File: src/smbl_map.vh
// Constants for the static memory bus lane multiplexer.
// Included by every design file of the block; holds definitions only.
`ifndef SMBL_MAP_VH
`define SMBL_MAP_VH
`define SMBL_NUM_CS      4
`define SMBL_ADDR_W      26
`define SMBL_DATA_W      32
`define SMBL_LANES       4
`define SMBL_CNT_W       6
`define SMBL_DBW_8       2'h0
`define SMBL_DBW_16      2'h1
`define SMBL_DBW_32      2'h2
`define SMBL_BAT_SELECT  1'h0
`define SMBL_BAT_WRITE   1'h1
`define SMBL_SLOW_SETUP  6'h01
`define SMBL_SLOW_PULSE  6'h01
`define SMBL_SLOW_CYCLE  6'h03
`define SMBL_BOOT_CS     2'h0
`define SMBL_CNT_ONE     6'h01
`define SMBL_CNT_ZERO    6'h00
`endif

File: src/smbl_cfg_mem.v
// Per chip-select timing and mode storage, four entries, registered read.
// Assumes a synchronous configuration writer and one read index per cycle.
`timescale 1ns/1ps
`include "smbl_map.vh"
module smbl_cfg_mem
(
	input  wire        clk,
	input  wire        rst_n,
	input  wire        ce,
	input  wire        wr_en,
	input  wire [1:0]  wr_idx,
	input  wire [63:0] wr_data,
	input  wire [1:0]  rd_idx,
	output reg  [63:0] rd_data_q
);
	reg [63:0] mem_q [0:`SMBL_NUM_CS-1];
	integer i;
	always @(posedge clk or negedge rst_n)
	begin
		if (!rst_n)
		begin
			for (i = 0; i < `SMBL_NUM_CS; i = i + 1)
				mem_q[i] <= 64'h0;
			rd_data_q <= 64'h0;
		end
		else if (ce)
		begin
			if (wr_en)
				mem_q[wr_idx] <= wr_data;
			rd_data_q <= mem_q[rd_idx];
		end
	end
endmodule // smbl_cfg_mem

File: src/smbl_lane_mux.v
// Maps lane strobes, byte selects and low address bits onto shared pins.
// Purely combinational; inputs come from the access engine's registers.
`timescale 1ns/1ps
`include "smbl_map.vh"
module smbl_lane_mux
(
	input  wire [1:0] width,
	input  wire       lane_access_type,
	input  wire [1:0] addr_lo,
	input  wire [3:0] lanes,
	input  wire       rd_act,
	input  wire       wr_act,
	input  wire       addr_act,
	output reg        pin_lane0_addr0,
	output reg        pin_wr0,
	output reg        pin_lane1,
	output reg        pin_lane2_addr1,
	output reg        pin_lane3
);
	wire [3:0] bs_n = addr_act ? ~lanes : 4'hf;
	wire [3:0] wr_n = wr_act ? ~lanes : 4'hf;
	always @*
	begin
		pin_lane0_addr0 = 1'b1;
		pin_wr0         = ~wr_act;
		pin_lane1       = 1'b1;
		pin_lane2_addr1 = 1'b1;
		pin_lane3       = 1'b1;
		case (width)
			`SMBL_DBW_8:
			begin
				pin_lane0_addr0 = addr_lo[0];
				pin_lane2_addr1 = addr_lo[1];
			end
			`SMBL_DBW_16:
			begin
				pin_lane2_addr1 = addr_lo[1];
				if (lane_access_type == `SMBL_BAT_WRITE)
				begin
					pin_wr0   = wr_n[0];
					pin_lane1 = wr_n[1];
				end
				else
				begin
					pin_lane0_addr0 = bs_n[0];
					pin_lane1       = bs_n[1];
				end
			end
			`SMBL_DBW_32:
			begin
				if (lane_access_type == `SMBL_BAT_WRITE)
				begin
					pin_wr0         = wr_n[0];
					pin_lane1       = wr_n[1];
					pin_lane2_addr1 = wr_n[2];
					pin_lane3       = wr_n[3];
				end
				else
				begin
					pin_lane0_addr0 = bs_n[0];
					pin_lane1       = bs_n[1];
					pin_lane2_addr1 = bs_n[2];
					pin_lane3       = bs_n[3];
				end
			end
			default:
			begin
				pin_wr0 = 1'b1;
			end
		endcase
	end
endmodule // smbl_lane_mux

File: src/smbl_static_memory_ctrl.v
// Static memory controller front end: access engine and pin drivers.
// Assumes requests held stable until done, and synchronous external pins.
`timescale 1ns/1ps
`include "smbl_map.vh"
// Overview of operation
// - Four chip selects and 26 address bits, 64 Mbytes each.
// - Bus width 8, 16 or 32 bits chosen per chip select.
// - Significant address bits depend on the chip select's bus width.
// - Wide buses use write strobes or byte selects per access type.
// - Sixteen-bit write strobe mode: strobes 0 and 1, one read strobe.
// - Thirty-two-bit write strobe mode: strobes 0 to 3, one read strobe.
// - Boot chip select may not use the write strobe access type.
// - Byte select mode: one select per lane, common read and write.
// - Byte selects 0,1 on 16-bit; 0 to 3 on 32-bit buses.
// - Low address bits unused on wide buses share strobe pins.
// - Unused strobe kind for the chosen access type stays idle.
// - Shared pin 2 is byte select, write strobe or address bit 1.
// - Strobes and selects active low; data bus bidirectional.
// - Low wait input stretches the access in progress.
// - Per chip select read and write setup, pulse and cycle.
// - Programmable data float time per chip select.
// - Slow clock mode replaces waveforms with fixed slow ones.
// - Page mode burst reads with page size 4 to 32 bytes.
// - Byte selects active in setup, pulse and hold only; address held from load onward.
module smbl_static_memory_ctrl
(
	input  wire        clk,
	input  wire        reset_n,
	input  wire        clk_en,
	input  wire        cfg_wr_en,
	input  wire [1:0]  cfg_cs,
	input  wire [1:0]  cfg_bus_width_sel,
	input  wire        cfg_lane_access_type,
	input  wire [5:0]  cfg_rd_setup,
	input  wire [5:0]  cfg_rd_pulse,
	input  wire [5:0]  cfg_rd_cycle,
	input  wire [5:0]  cfg_wr_setup,
	input  wire [5:0]  cfg_wr_pulse,
	input  wire [5:0]  cfg_wr_cycle,
	input  wire [3:0]  cfg_float,
	input  wire [2:0]  cfg_page_size,
	input  wire        slow_clock_mode,
	input  wire        req_valid,
	input  wire        req_write,
	input  wire [1:0]  req_cs,
	input  wire [25:0] req_addr,
	input  wire [3:0]  req_lanes,
	input  wire [31:0] req_wdata,
	output wire        req_ready,
	output reg         resp_valid_q,
	output reg  [31:0] resp_rdata_q,
	output wire        boot_cfg_error,
	output reg  [3:0]  chip_select_n_q,
	output reg         read_strobe_n_q,
	output wire        write_enable_strobe_n,
	output wire        lane1_write_strobe_n,
	output wire        shared_lane0_addr0_pin,
	output wire        shared_lane2_addr1_pin,
	output wire        lane3_write_strobe_n,
	output reg  [23:0] addr_hi_q,
	input  wire [31:0] data_in,
	output reg  [31:0] data_out_q,
	output reg         data_oe_q,
	input  wire        external_wait_n
);
	localparam ST_IDLE  = 3'h0;
	localparam ST_LOAD  = 3'h1;
	localparam ST_SETUP = 3'h2;
	localparam ST_PULSE = 3'h3;
	localparam ST_HOLD  = 3'h4;
	localparam ST_FLOAT = 3'h5;

	reg         rst_s1_q;
	reg         rst_n_q;
	reg  [2:0]  state_q;
	reg  [5:0]  cnt_q;
	reg  [3:0]  float_q;
	reg         wr_q;
	reg  [1:0]  cs_q;
	reg  [1:0]  addr_lo_q;
	reg  [3:0]  lanes_q;
	reg         page_open_q;
	reg  [1:0]  page_cs_q;
	reg  [25:0] page_base_q;
	wire [63:0] cfg_rd;
	wire [63:0] cfg_wd;
	wire [1:0]  width    = cfg_rd[1:0];
	wire        lane_access_type      = cfg_rd[2];
	wire [5:0]  t_setup  = slow_clock_mode ? `SMBL_SLOW_SETUP
	                     : (wr_q ? cfg_rd[26:21] : cfg_rd[8:3]);
	wire [5:0]  t_pulse  = slow_clock_mode ? `SMBL_SLOW_PULSE
	                     : (wr_q ? cfg_rd[32:27] : cfg_rd[14:9]);
	wire [5:0]  t_cycle  = slow_clock_mode ? `SMBL_SLOW_CYCLE
	                     : (wr_q ? cfg_rd[38:33] : cfg_rd[20:15]);
	wire [3:0]  t_float  = cfg_rd[42:39];
	wire [2:0]  page_sz  = cfg_rd[45:43];

	// Reset release is synchronised; only the second flop is used.
	always @(posedge clk or negedge reset_n)
	begin
		if (!reset_n)
		begin
			rst_s1_q <= 1'b0;
			rst_n_q  <= 1'b0;
		end
		else
		begin
			rst_s1_q <= 1'b1;
			rst_n_q  <= rst_s1_q;
		end
	end

	// Page size code n gives 4 << n bytes, so 0..3 cover 4 to 32 bytes.
	function [25:0] page_mask;
		input [2:0] code;
		begin
			case (code)
				3'h0:    page_mask = 26'h3fffffc;
				3'h1:    page_mask = 26'h3fffff8;
				3'h2:    page_mask = 26'h3fffff0;
				3'h3:    page_mask = 26'h3ffffe0;
				default: page_mask = 26'h3ffffff;
			endcase
		end
	endfunction

	assign cfg_wd = {18'h0, cfg_page_size, cfg_float, cfg_wr_cycle, cfg_wr_pulse,
	                 cfg_wr_setup, cfg_rd_cycle, cfg_rd_pulse, cfg_rd_setup,
	                 cfg_lane_access_type, cfg_bus_width_sel};

	smbl_cfg_mem u_cfg
	(
		.clk       (clk),
		.rst_n     (rst_n_q),
		.ce        (clk_en),
		.wr_en     (cfg_wr_en),
		.wr_idx    (cfg_cs),
		.wr_data   (cfg_wd),
		.rd_idx    (state_q == ST_IDLE ? req_cs : cs_q),
		.rd_data_q (cfg_rd)
	);

	// The boot chip select must not be set for write strobe lanes.
	reg boot_err_q;
	always @(posedge clk or negedge rst_n_q)
	begin
		if (!rst_n_q)
			boot_err_q <= 1'b0;
		else if (clk_en && cfg_wr_en && cfg_cs == `SMBL_BOOT_CS)
			boot_err_q <= (cfg_lane_access_type == `SMBL_BAT_WRITE);
	end
	assign boot_cfg_error = boot_err_q;

	assign req_ready = (state_q == ST_IDLE);

	wire in_setup = (state_q == ST_SETUP);
	wire in_pulse = (state_q == ST_PULSE);
	wire in_hold  = (state_q == ST_HOLD);
	wire wait_hit = in_pulse && !external_wait_n;
	wire pulse_end = in_pulse && external_wait_n && cnt_q == t_pulse;
	wire cyc_end  = (in_hold || pulse_end) && (cnt_q + t_setup >= t_cycle);
	wire page_hit = page_open_q && page_cs_q == req_cs && !req_write
	              && ((req_addr & page_mask(page_sz)) == page_base_q);

	always @(posedge clk or negedge rst_n_q)
	begin
		if (!rst_n_q)
		begin
			state_q         <= ST_IDLE;
			cnt_q           <= `SMBL_CNT_ZERO;
			float_q         <= 4'h0;
			wr_q            <= 1'b0;
			cs_q            <= 2'h0;
			addr_lo_q       <= 2'h0;
			lanes_q         <= 4'h0;
			addr_hi_q       <= 24'h0;
			chip_select_n_q <= 4'hf;
			read_strobe_n_q <= 1'b1;
			data_out_q      <= 32'h0;
			data_oe_q       <= 1'b0;
			resp_valid_q    <= 1'b0;
			resp_rdata_q    <= 32'h0;
			page_open_q     <= 1'b0;
			page_cs_q       <= 2'h0;
			page_base_q     <= 26'h0;
		end
		else if (clk_en)
		begin
			resp_valid_q <= 1'b0;
			case (state_q)
				ST_IDLE:
				begin
					if (req_valid)
					begin
						wr_q       <= req_write;
						cs_q       <= req_cs;
						addr_hi_q  <= req_addr[25:2];
						addr_lo_q  <= req_addr[1:0];
						lanes_q    <= req_lanes;
						data_out_q <= req_wdata;
						state_q    <= ST_LOAD;
					end
				end
				ST_LOAD:
				begin
					cnt_q   <= `SMBL_CNT_ONE;
					chip_select_n_q <= ~(4'h1 << cs_q);
					// A page hit skips setup, so its read strobe must fall here as well.
					if ((page_hit && !wr_q && slow_clock_mode == 1'b0)
					    || t_setup == `SMBL_CNT_ZERO)
					begin
						state_q         <= ST_PULSE;
						read_strobe_n_q <= wr_q;
					end
					else
						state_q <= ST_SETUP;
					page_open_q <= 1'b0;
				end
				ST_SETUP:
				begin
					if (cnt_q >= t_setup)
					begin
						cnt_q           <= `SMBL_CNT_ONE;
						state_q         <= ST_PULSE;
						read_strobe_n_q <= wr_q;
						data_oe_q       <= wr_q;
					end
					else
						cnt_q <= cnt_q + `SMBL_CNT_ONE;
				end
				ST_PULSE:
				begin
					data_oe_q <= wr_q;
					if (wait_hit)
						cnt_q <= cnt_q;
					else if (pulse_end)
					begin
						read_strobe_n_q <= 1'b1;
						if (!wr_q)
							resp_rdata_q <= data_in;
						cnt_q   <= cnt_q + t_setup + `SMBL_CNT_ONE;
						state_q <= cyc_end ? ST_FLOAT : ST_HOLD;
					end
					else
						cnt_q <= cnt_q + `SMBL_CNT_ONE;
				end
				ST_HOLD:
				begin
					if (cnt_q >= t_cycle)
						state_q <= ST_FLOAT;
					else
						cnt_q <= cnt_q + `SMBL_CNT_ONE;
				end
				ST_FLOAT:
				begin
					chip_select_n_q <= 4'hf;
					data_oe_q       <= 1'b0;
					if (float_q >= t_float)
					begin
						float_q      <= 4'h0;
						resp_valid_q <= 1'b1;
						page_open_q  <= !wr_q;
						page_cs_q    <= cs_q;
						page_base_q  <= {addr_hi_q, addr_lo_q} & page_mask(page_sz);
						state_q      <= ST_IDLE;
					end
					else
						float_q <= float_q + 4'h1;
				end
				default:
				begin
					state_q <= ST_IDLE;
				end
			endcase
		end
	end

	wire addr_act = (state_q != ST_IDLE);
	wire wr_act   = in_pulse && wr_q;

	smbl_lane_mux u_mux
	(
		.width           (width),
		.lane_access_type             (lane_access_type),
		.addr_lo         (addr_lo_q),
		.lanes           (lanes_q),
		.rd_act          (in_pulse && !wr_q),
		.wr_act          (wr_act),
		.addr_act        (addr_act && (in_setup || in_pulse || in_hold)),
		.pin_lane0_addr0 (shared_lane0_addr0_pin),
		.pin_wr0         (write_enable_strobe_n),
		.pin_lane1       (lane1_write_strobe_n),
		.pin_lane2_addr1 (shared_lane2_addr1_pin),
		.pin_lane3       (lane3_write_strobe_n)
	);
endmodule // smbl_static_memory_ctrl

File: config.mk
export PLATFORM = sky130hd
export DESIGN_NAME = smbl_static_memory_ctrl
export DESIGN_NICKNAME = d
export VERILOG_FILES = /design/src/smbl_cfg_mem.v /design/src/smbl_lane_mux.v /design/src/smbl_static_memory_ctrl.v
export VERILOG_INCLUDE_DIRS = /design/src
export SDC_FILE = /design/constraint.sdc
export NUM_CORES = 1
export LEC_CHECK = 0
export BUFFER_PORTS_ARGS = -buffer_cell sky130_fd_sc_hd__buf_4
export CAP_MARGIN = 30
export CORE_UTILIZATION = 50
export CTS_CLUSTER_SIZE = 40
export DETAILED_ROUTE_END_ITERATION = 16
export PLACE_DENSITY = 0.79
export SLEW_MARGIN = 25
export SYNTH_ARGS = -nofsm -noshare
export SYNTH_HDL_FRONTEND = slang
export SYNTH_SLANG_ARGS = --single-unit
File: constraint.sdc
create_clock -name clk -period 16.4 [get_ports clk]
set_input_delay 1.64 -clock clk [delete_from_list [all_inputs] [get_ports clk]]
set_output_delay 1.64 -clock clk [all_outputs]
set_load 0.005 [all_outputs]
Word level (Yosys, flattened, before mapping). Index checks and enable logic that the tools add are counted.

Flip-flop bits (word level): 451. Input port bits: 152. Output and inout port bits: 102. Logic and storage cells: 167.

Add/subtract/negate cells: 4. Order comparisons: 7. Eq/ne operators: 21. Shift-type cells: 1. Multiplexer cells: 55. Bitwise logic cells: 10. Reductions and logical operators: 44.

Operators with widths (number): $bwmux W256 (1); $bmux W64 S2 (1); $demux W64 S2 (1); $mux W46 (2); $mux W26 (3); $mux W64 (1); $mux W6 (10); $and A26 B26 Y26 (2); $eq A26 B26 Y1 (1); $pmux W6 S4 (1); $pmux W5 S4 (1); $ge A6 B6 Y1 (3); $mux W3 (6); $pmux W3 S6 (1); $mux W1 (16); $logic_and A1 B1 Y1 (14); $add A6 B1 Y6 const B (2); $eq A3 B2 Y1 const B (4); $mux W4 (3); $reduce_and A3 Y1 (4); $ne A2 B2 Y1 const B (5); $reduce_bool A3 Y1 (3); $not A4 Y4 (2); $pmux W1 S2 (4); 31 further kinds (51).

Depth between registers and ports, before layout. Gate-level depths: netlist of the first run.

Depth in word-level cells: 10. Gate-level depth with buffers: 15. Gate-level depth less buffers: 13.

Cells and area by module. From an unflattened synthesis of the first run, not the netlist that was laid out.

Cells, all modules: 1616. Area, all modules: 21719.6 sq um.

Modules (own cells, without submodules): smbl_cfg_mem (times used 1, cells an instance 900, area an instance 13894.6 sq um, sequential area each 8007.7 sq um); smbl_static_memory_ctrl (times used 1, cells an instance 697, area an instance 7671.1 sq um, sequential area each 3734.8 sq um); smbl_lane_mux (times used 1, cells an instance 19, area an instance 153.9 sq um, sequential area each 0.0 sq um).

Worst setup path after synthesis of the first run. No wires, ideal clock.

Kind: in2reg. From: input port slow_clock_mode. To: register state_q[0]. Library setup time: 139 ps. Arrival time: 4253 ps. Required time: 16261 ps. Slack: 12008 ps. Stages: 12. Path buffers: 2. Cells stage by stage: clkbuf_1 > clkbuf_1 > or2_2 > ha_1 > nor3b_1 > or3_1 > a311oi_1 > inv_1 > ha_1 > a211oi_1 > a32o_1 > a32oi_1.

Longest elaborated chain between the ends: 9. Elaborated cells on any way between the ends: 24. Classes of those cells: add/sub (1); order compare (3); eq/ne (4); mux (8); bitwise (1); reduce/logical (7).

Ends and longest elaborated chain: start: declaration (RTL line smbl_static_memory_ctrl.v:42) `input wire slow_clock_mode,`; parallel branches: the longest is 9 deep, another holds $add A6 B6 Y6; end signal: assignment (RTL line smbl_static_memory_ctrl.v:242) `state_q <= cyc_end ? ST_FLOAT : ST_HOLD;`; end: declaration (RTL line smbl_static_memory_ctrl.v:75) `reg [2:0] state_q;`.

Several ways; the timed one is not identified. The select of a mux whose other input is x is not followed. A chain may end at the register's enable or synchronous reset.

Final worst setup path of the first run.
From: register state_q[2]. To: output port shared_lane0_addr0_pin.

Longest elaborated chain between the ends: 7. Elaborated cells on any way between the ends: 10. Classes of those cells: eq/ne (3); mux (3); reduce/logical (4).

Ends and longest elaborated chain: $eq A3 B2 Y1, on equally long branches (RTL line smbl_static_memory_ctrl.v:156, smbl_static_memory_ctrl.v:157); $logic_or A1 B1 Y1 (2 in a row) (RTL line smbl_static_memory_ctrl.v:289) `.addr_act (addr_act && (in_setup || in_pulse || in_hold)),`; $logic_and A1 B1 Y1 * (RTL line smbl_static_memory_ctrl.v:289); $mux W4 * (RTL line smbl_lane_mux.v:20) `wire [3:0] bs_n = addr_act ? ~lanes : 4'hf;`; $mux W1 * (RTL line smbl_lane_mux.v:38, smbl_lane_mux.v:51); $pmux W1 S2 * (RTL line smbl_lane_mux.v:29) `case (width)`; end: declaration (RTL line smbl_static_memory_ctrl.v:57) `output wire shared_lane0_addr0_pin,`.

Every way passes the cells marked *; elsewhere a longest branch is shown, timed or not.

==> results.json, run 1 <==
{
  "grt_pass1_vias": 11626,
  "antenna_found_initial": 2,
  "fin_crit_ps": 4480,
  "path_class": "reg2out",
  "postCtsSetupBuffers": 0,
  "die_h_um": 189,
  "numCtsBuffers": 40,
  "fin_area_mm2": 0.0212,
  "combPwrFrac_pct": 32.5,
  "worst_setup_path_end_kind": "output pin",
  "dr.pass1.iters": 5,
  "port-buffer-count": 253,
  "start_util_pct": 51.4,
  "synth.most_common_cell": "dfrtp_1",
  "dieArea_mm2": 0.0355,
  "grt_first_pass_wirelength_um": 64000,
  "route.vias.total": 11056,
  "max_slew.worst_pin.slew_ps": 869,
  "dpl_cell_area_mm2": 0.0197,
  "post-route-util_pct": 62.7,
  "vias_per_cell": 5.65,
  "avgSynthCellArea_um2": 14.2,
  "drc_errors": 0,
  "rsz0062_at_grt": "false",
  "startpoint_type": "flip-flop",
  "drt_first_iter_violations": 596,
  "slowest_stage": "dfrtp_1",
  "cp_data_required_time_ps": 14760,
  "crit_chain": "or3b_1 > and2_1 > or3_1 > a221o_1 > buf_4",
  "p_switching_mw": 1.06,
  "setup-violations-final": 0,
  "routed_wl_um": 39700,
  "dp_hpwl_um": 27200,
  "max_stage_delay_ps": 730,
  "ios": 254,
  "ys_warn_count": 0,
  "slew_viol_final": 0,
  "root_buffer": "clkbuf_16",
  "grt_overflow": 0,
  "reg2reg_slack_ps": 12750,
  "async_flop_share_pct": 100,
  "ys.flop_type": "dfrtp_1",
  "ys_top_cells_by_count": "dfrtp_1, mux2_2, mux4_2",
  "rows": 67,
  "p_int_mw": 2.42,
  "cts.sinks": 378,
  "fin_worst_skew_ps": 24.8,
  "synth_cells": 1223,
  "layout-drive-gt1-share_pct": 50.2,
  "synthTopCellsByArea": "dfrtp_1, mux2_2, mux4_2",
  "htreeDepth": 2,
  "synth_top_area_share_pct": 53.7,
  "clock_latency_ps": 530,
  "hold_viol_final": 0,
  "maxClockFrequency_mhz": 223,
  "cts_resized": 0,
  "post_drt_wl_per_cell_um": 20.3,
  "yosys_register_bits": 378,
  "ir_drop_mv": 0.0949,
  "antenna-diode-count": 0,
  "slew_headroom_pct": 41.5,
  "cp_max_fo": 18,
  "grtUsageTotal_pct": 22.7,
  "syn2layout_area_growth_pct": 22.1,
  "fp.coreArea_mm2": 0.0339,
  "hold_path.class": "reg2async",
  "cts_tree": "built",
  "syn_area_mm2": 0.0174,
  "die_x_um": 189,
  "p_leak_nw": 9.97,
  "power.share.clock_pct": 27.5,
  "cp_data_arrival_time_ps": 2840,
  "synth_cell_type_count": 68,
  "timing.setup.tns_ps": 0,
  "synth_edf_count": 0,
  "gp_congestion": 0.872,
  "clkTransAtPathRegs_ps": 60,
  "p_seq_share_pct": 40.0,
  "synth.largest_area_cell": "dfrtp_1",
  "yosysSeqAreaShare_pct": 54.4,
  "switching_share_pct": 30.5,
  "powerDensity_mw_per_mm2": 164,
  "grt_start_max_net_pins": 180,
  "syn-num-nets": 1412,
  "hold_buffers": 0,
  "fin_crit_sh_pct": 27.3,
  "finalNetCount": 1666,
  "maxCapViolations": 0,
  "status": "finished, final reports clean",
  "clockBufferDepth": 3,
  "ant_nets": 0
}
layout by cell type (no fill, tap or decap), types with 3 or more instances in the layout:
cell type / count
dfrtp_1: 372
mux2_2: 341
buf_4: 267
mux4_2: 46
clkbuf_16: 40
nand2_1: 37
o21ai_0: 37
ha_1: 36
xor2_1: 31
nor2_1: 25
inv_1: 21
mux2i_1: 20
a21oi_1: 17
nand3_1: 15
nor2b_1: 14
nor4_1: 11
or2_2: 10
clkbuf_8: 10
a211oi_1: 9
a21o_1: 9
nand2b_1: 8
clkinv_2: 8
or3_1: 7
nand4_1: 7
nor3_1: 6
bufinv_16: 6
and2_1: 5
a31oi_1: 5
dfstp_2: 5
a211o_1: 4
nor3b_1: 4
xnor2_1: 4
o2111ai_1: 4
a311oi_1: 3
nand2_2: 3
or4_1: 3
clkbuf_1: 3
area by class of cell:
type	instances	area (um2)
inverter	21	78.8
fill	2501	12600
clock inverter	20	278
sequential	378	9470
timing repair buffer	271	2100
multi-input combinational	765	7600
clock buffer	53	1150
tap	448	561
cells by family (layout without fill, tap and decap cells):
kind of cell    Yosys count  count (layout)  synth area share, %
mux                     411             411                 29.4
other cells               1               1               0.0216
flops                   378             378                 54.4
simple gates            172             172                 5.38
compound gates          109             109                 4.21
xor+xnor                 35              35                 1.76
buf+inv                  80             365                 2.06
fa+ha+maj                37              37                 2.70
final timing paths:
check                           start                endpoint  depth (start not counted)
setup reg to reg           state_q[2]      u_cfg.rd_data_q[2]                          6
hold / removal                rst_n_q         u_cfg.mem_q[95]                          0
setup / recovery           state_q[2]  shared_lane0_addr0_pin                          5
hold reg to reg               rst_n_q         u_cfg.mem_q[95]                          0
max in group asynchronous     rst_n_q                cnt_q[5]                          4
min in group clk             rst_s1_q                 rst_n_q                          0
worst max-delay path: cells and delay by family, from the launching register on:
| kind | cells | cell delay (ps) |
|---|---|---|
| and+or+nand+nor | 3 | 1130 |
| DFF | 1 | 730 |
| AOI/OAI and AO/OA | 1 | 300 |
| buffers and inverters | 1 | 150 |
sequential cells by signal, summed over array words and instances, names as in the netlist, 2 cells and up:
signal / count
resp_rdata_q: 32
float_q: 4
page_base_q: 26
addr_lo_q: 2
cs_q: 2
u_cfg.rd_data_q: 46
state_q: 3
data_out_q: 32
addr_hi_q: 24
page_cs_q: 2
lanes_q: 4
u_cfg.mem_q: 184
cnt_q: 6
chip_select_n_q: 4
layer usage:
metal	wire length [um]	track usage, %
met1	17300	31.6
met2	19000	36.4
met3	2300	3.95
met4	1030	7.13
met5	32	0
power groups by stage:
stage,Clock [mW],Combinational (mW),Sequential (mW)
6_report,0.960,1.13,1.39
5_1_grt,1.01,1.24,1.43
4_1_cts,0.978,1.13,1.40
3_5_place_dp,0,1.12,1.41
3_3_place_gp,0,1.09,1.39
2_1_floorplan,0,0.747,1.36
through the flow:
step | setup WS (ps) | power [mW] | hold slack [ps] | std cells
4_1_cts | 11960 | 3.51 | 353 | 1953
3_3_place_gp | 11950 | 2.48 | 341 | 1880
3_5_place_dp | 11940 | 2.53 | 339 | 1880
2_1_floorplan | 5090 | 2.10 | 331 | 1223
6_report | 11920 | 3.49 | 230 | 1956
5_1_grt | 11830 | 3.68 | 253 | 1956
Power figures use the tool's default switching activity.
==> inputs of run 2 (changes only) <==
==> constraint.sdc (replaced) <==
create_clock -name clk -period 4.2 [get_ports clk]
set_input_delay 0.42 -clock clk [delete_from_list [all_inputs] [get_ports clk]]
set_output_delay 0.42 -clock clk [all_outputs]
set_load 0.005 [all_outputs]
==> run 2 against run 1 <==
- global-route usage increased by 0.36 points
- worst hold slack got worse by 130 ps
- cell area down 0.56%
- non-clock buffer count is 6 higher
- clock power grew to 3.5 times the previous value
- clock skew about the same
- sequential share of layout area up 0.25 points
- via count fell by 0.15%
- critical path type is now reg2reg
==> results.json, run 2 (synthesis results as in run 1) <==
{
  "fin_worst_skew_ps": 24.8,
  "clkTransAtPathRegs_ps": 60,
  "rsz0062_at_grt": "false",
  "htreeDepth": 2,
  "drt_first_iter_violations": 667,
  "maxCapViolations": 0,
  "path_common_cell": "ha_1",
  "ios": 254,
  "max_stage_delay_ps": 690,
  "status": "finished, final reports clean",
  "clock_latency_ps": 530,
  "switching_share_pct": 31.0,
  "cts.sinks": 378,
  "powerDensity_mw_per_mm2": 628,
  "dp_hpwl_um": 27700,
  "p_leak_nw": 9.90,
  "setup-violations-final": 0,
  "path_class": "reg2reg",
  "final_cell_mix": "dfrtp_1, mux2_2, buf_4",
  "slowest_stage": "dfrtp_1",
  "largest_register_ff_count": 184,
  "fin_crit_sh_pct": 83.8,
  "combPwrFrac_pct": 33.1,
  "cts_tree": "built",
  "grt_start_max_net_pins": 77,
  "fin_crit_ps": 3520,
  "dr.pass1.iters": 5,
  "ir_drop_mv": 0.357,
  "timing.setup.tns_ps": 0,
  "p_seq_share_pct": 41.5,
  "post_drt_wl_per_cell_um": 20.5,
  "clockBufferDepth": 3,
  "fin_cells": 1959,
  "postCtsSetupBuffers": 0,
  "fin_area_mm2": 0.0211,
  "ant_nets": 0,
  "post-place-ws_ps": 727,
  "power.share.clock_pct": 25.4,
  "top_regs": "u_cfg.mem_q: 184 flops, u_cfg.rd_data_q: 46 flops",
  "dpl_cell_area_mm2": 0.0199,
  "syn2layout_area_growth_pct": 21.4,
  "slew_headroom_pct": 42.7,
  "max_slew.worst_pin.slew_ps": 859,
  "route.vias.total": 11039,
  "min_to": "resp_rdata_q[23]",
  "rows": 67,
  "cp_max_fo": 14,
  "reg2reg_slack_ps": 680,
  "r2r-end": "state_q[0]",
  "top_register": "u_cfg.mem_q",
  "grtUsageTotal_pct": 23.0,
  "root_buffer": "clkbuf_16",
  "vias_per_cell": 5.64,
  "min_path_cells": 2,
  "drc_errors": 0,
  "wl_met2_um": 19800,
  "startpoint_type": "flip-flop",
  "grt_first_pass_wirelength_um": 64800,
  "die_h_um": 189,
  "dp_cells": 1888,
  "dieArea_mm2": 0.0355,
  "maxClockFrequency_mhz": 284,
  "fp.coreArea_mm2": 0.0339,
  "hold_viol_final": 0,
  "gp_congestion": 0.902,
  "wl_met3_um": 2100,
  "layout_commonest_cell": "dfrtp_1",
  "grt_overflow": 0,
  "antenna-diode-count": 0,
  "drt-met1-wl_um": 17300,
  "ff2ff_path_depth": 11,
  "start_util_pct": 51.4,
  "cp_data_required_time_ps": 4580,
  "finalNetCount": 1672,
  "worst_setup_path_end_kind": "flip-flop",
  "port-buffer-count": 253,
  "numCtsBuffers": 40,
  "slew_viol_final": 0,
  "die_x_um": 189,
  "cts_resized": 0,
  "cp_data_arrival_time_ps": 3900,
  "min_from": "data_in[23]",
  "rr_startpoint": "wr_q",
  "fillers": 2523,
  "routed_wl_um": 40200,
  "grt_pass1_vias": 11897,
  "p_int_mw": 9.16,
  "hold_path.class": "in2reg",
  "finalWorstSetupSlack_ps": 679,
  "crit_chain": "mux2i_1 > or2_2 > ha_1 > nor3b_1 > or3_1 > a311oi_1 > inv_1 > ha_1 > a211oi_1 > a32o_1 > a32oi_1",
  "antenna_found_initial": 0,
  "p_switching_mw": 4.11,
  "layout-drive-gt1-share_pct": 49.5,
  "top_layer": "met4"
}
run 2: cell count changes in the layout (fill, tap and decap cells not counted), moves of 2 or more:
cell       delta
clkinv_2      -6
buf_12        +4
clkbuf_1     +11
clkbuf_8      -2
bufinv_16     -5
buf_16        -2
buf_4         +3
run 2: stage by stage:
step,hold slack (ps),utilization (%),power (mW)
floorplan,124,-,8.21
global placement,204,58.6,9.77
detailed placement,203,58.6,9.95
CTS,86.0,62.4,13.4
global route,113,62.4,14.0
finish,98.5,62.4,13.3
run 2: worst max-delay path by stage:
stage	startpoint	end	cells after the start
3_5_place_dp	wr_q	state_q[0]	11
4_1_cts	wr_q	state_q[0]	11
6_report	wr_q	state_q[0]	11
2_1_floorplan	rst_n_q	addr_hi_q[0]	0
5_1_grt	wr_q	state_q[0]	11
3_3_place_gp	wr_q	state_q[0]	11
run 2: worst max-delay path: cells and delay by family (launching register included):
family	cells	cell delay, ps
fa+ha+maj	2	710
mux	1	140
flops	1	690
simple gates	3	760
compound gates	4	970
buf+inv	1	100
run 2: power groups by stage:
stage                     Clock [mW]  Combinational, mW  Sequential, mW
after floorplan                    0               2.92            5.29
after global placement             0               4.28            5.49
after detailed placement           0               4.39            5.56
after CTS                       3.42               4.43            5.50
after global routing            3.57               4.82            5.64
final                           3.36               4.39            5.51
run 2: cell type report:
class / count / area [um2] / area share (%)
Clock buffer: 62 / 1160 / 5.51
Clock inverter: 8 / 87.6 / 0.415
Inverter: 21 / 78.8 / 0.373
Multi-Input combinational cell: 765 / 7600 / 36.0
Sequential cell: 378 / 9470 / 44.8
Tap cell: 448 / 561 / 2.65
Timing Repair Buffer: 277 / 2160 / 10.2
run 2: metal layers:
metal / vias to the layer above / track usage (%)
met1: 5611 / 30.9
met4: 0 / 6.95
li1: 5017 / -
met3: 73 / 3.74
met5: - / 0
met2: 338 / 38.6
run 2: what timing repair did:
item                                    CTS  global route
endpoints found under the setup margin    0             0
endpoints found under the hold margin     2             0
hold buffers                              1             0
==> inputs of run 3 (changes only) <==
--- a/config.mk
+++ b/config.mk
@@ -11,7 +11,7 @@
 export CORE_UTILIZATION = 50
 export CTS_CLUSTER_SIZE = 40
 export DETAILED_ROUTE_END_ITERATION = 16
-export PLACE_DENSITY = 0.79
+export PLACE_DENSITY = 0.82
 export SLEW_MARGIN = 25
 export SYNTH_ARGS = -nofsm -noshare
 export SYNTH_HDL_FRONTEND = slang
==> constraint.sdc (replaced) <==
create_clock -name clk -period 3 [get_ports clk]
set_input_delay 0.3 -clock clk [delete_from_list [all_inputs] [get_ports clk]]
set_output_delay 0.3 -clock clk [all_outputs]
set_load 0.005 [all_outputs]
==> run 3 against run 2 <==
- clock power up 56%
- cell count is 4.2% higher
- critical endpoint is now shared_lane0_addr0_pin
- highest routed layer unchanged
- routed wire length grew 7.0%
- worst setup slack got worse by 640 ps
- register-to-register slack worse by 620 ps
- sequential cell count stayed put
- cell area rose by 5.2%
==> results.json, run 3 (synthesis results as in run 1) <==
{
  "ir_drop_mv": 0.589,
  "top_register": "u_cfg.mem_q",
  "maxCapViolations": 0,
  "startpoint": "state_q[0]",
  "fin_worst_skew_ps": 18.1,
  "fin_area_mm2": 0.0222,
  "fillers": 2332,
  "slew_viol_final": 0,
  "vias_per_cell": 5.66,
  "cp_max_fo": 12,
  "post_drt_wl_per_cell_um": 21.1,
  "htreeDepth": 2,
  "cts.sinks": 378,
  "hold_viol_final": 0,
  "fin_crit_sh_pct": 98.5,
  "layout-drive-gt1-share_pct": 50.2,
  "grt_overflow": 0,
  "max_stage_delay_ps": 550,
  "ios": 254,
  "numCtsBuffers": 40,
  "ant_nets": 0,
  "routed_wl_um": 43000,
  "dp_cells": 1907,
  "status": "finished, final reports clean",
  "syn2layout_area_growth_pct": 27.8,
  "timing.setup.tns_ps": 0,
  "max_slew.worst_pin.slew_ps": 779,
  "fin_cells": 2041,
  "cts_tree": "built",
  "rsz0062_at_grt": "true",
  "drc_errors": 0,
  "finalPower_mw": 19.9,
  "die_x_um": 189,
  "route.vias.total": 11558,
  "dr.pass1.iters": 5,
  "top_regs": "u_cfg.mem_q: 184 flops, u_cfg.rd_data_q: 46 flops",
  "grt_first_pass_wirelength_um": 68800,
  "layout_commonest_cell": "dfrtp_1",
  "critPathBufInv": 1,
  "path_class": "reg2out",
  "startpoint_type": "flip-flop",
  "drt_first_iter_violations": 644,
  "die_h_um": 189,
  "finalNetCount": 1750,
  "dieArea_mm2": 0.0355,
  "largest_register_ff_count": 184,
  "p_leak_nw": 10.4,
  "slowest_stage": "or3b_1",
  "fin_crit_ps": 2960,
  "cp_data_arrival_time_ps": 2660,
  "maxClockFrequency_mhz": 338,
  "start_util_pct": 51.4,
  "antenna_found_initial": 1,
  "gp_congestion": 0.927,
  "dpl_cell_area_mm2": 0.0202,
  "root_buffer": "clkbuf_16",
  "powerDensity_mw_per_mm2": 895,
  "setup-violations-final": 0,
  "port-buffer-count": 253,
  "cpLargestDelayFamily": "simple AND/OR/NAND/NOR gates",
  "grtUsageTotal_pct": 24.6,
  "rows": 67,
  "post-route-util_pct": 65.6,
  "grt_pass1_vias": 12479,
  "fp.coreArea_mm2": 0.0339,
  "dp_hpwl_um": 28200,
  "crit_chain": "or3b_1 > and2_1 > or3_1 > a221o_1 > buf_4",
  "rr_startpoint": "wr_q",
  "final_cell_mix": "dfrtp_1, mux2_2, buf_4",
  "worst_setup_path_end_kind": "output pin",
  "clkTransAtPathRegs_ps": 60,
  "slew_headroom_pct": 48.1,
  "clockBufferDepth": 3,
  "cp_data_required_time_ps": 2700,
  "grt_start_max_net_pins": 61,
  "clock_latency_ps": 530,
  "min_from": "req_wdata[31]",
  "hold_path.class": "in2reg"
}
## run 3: cell types whose count changed in the layout (fill, tap and decap cells not counted), moves of 2 or more
cell and change:
buf_12 +6, buf_4 +16, bufinv_16 +4, clkbuf_1 -9
clkbuf_16 +2, clkinv_2 +7, dfrtp_1 -2, dfrtp_2 +2
dlygate4sd3_1 +55, ha_1 -8, ha_2 +2, ha_4 +6
or2_2 -4, or2_4 +4
## run 3: path summary, 6_finish.rpt
kind                                          end  cells after the start  slack, ps
max                        shared_lane0_addr0_pin                      5         40
min                                data_out_q[31]                      2         10
max reg2reg                            state_q[0]                     12         60
min reg2reg                      u_cfg.mem_q[160]                      0        160
max in group asynchronous          data_out_q[28]                      2       1780
min in group asynchronous                 rst_n_q                      2        100
## run 3: through the flow
stage	hold WS, ps	setup WS, ps
after floorplan	4.41	-719
after global placement	82.9	0.758
after detailed placement	83.8	-46.9
after CTS	0.422	7.33
after global routing	6.71	-62.8
final	14.0	44.1
## run 3: timing repair
| item | in CTS | in global routing |
|---|---|---|
| endpoints found under the setup margin | 3 | 5 |
| pin swaps | 0 | 7 |
| hold buffers | 56 | 0 |
| gates resized for setup | 2 | 12 |
| hold endpoints to repair | 57 | 0 |
| setup buffers | 0 | 4 |
## run 3: metal layers
metal  track usage, %  share of wire (%)  vias to the layer above
met3             3.91                4.9                       89
met1             32.5                 42                     5962
met5                0                  0                        -
met2             41.3                 50                      341
li1                 -                  -                     5166
met4             8.13                3.0                        0
## run 3: final cells by class
cell class / instances / area [um2] / area share [%]
diodes: 1 / 2.50 / 0.0113
clock buffers: 56 / 1190 / 5.37
clock inverters: 17 / 226 / 1.02
inverters: 21 / 78.8 / 0.355
multi-input cells: 765 / 7730 / 34.8
flip-flops and latches: 378 / 9470 / 42.6
well taps: 448 / 561 / 2.52
repair buffers: 355 / 2960 / 13.3
## run 3: where the power goes
part | switching, mW | leakage [nW] | internal [mW]
combinational | 3.05 | 4.96 | 3.98
sequential | 1.07 | 4.74 | 6.57
clock | 2.01 | 0.701 | 3.21
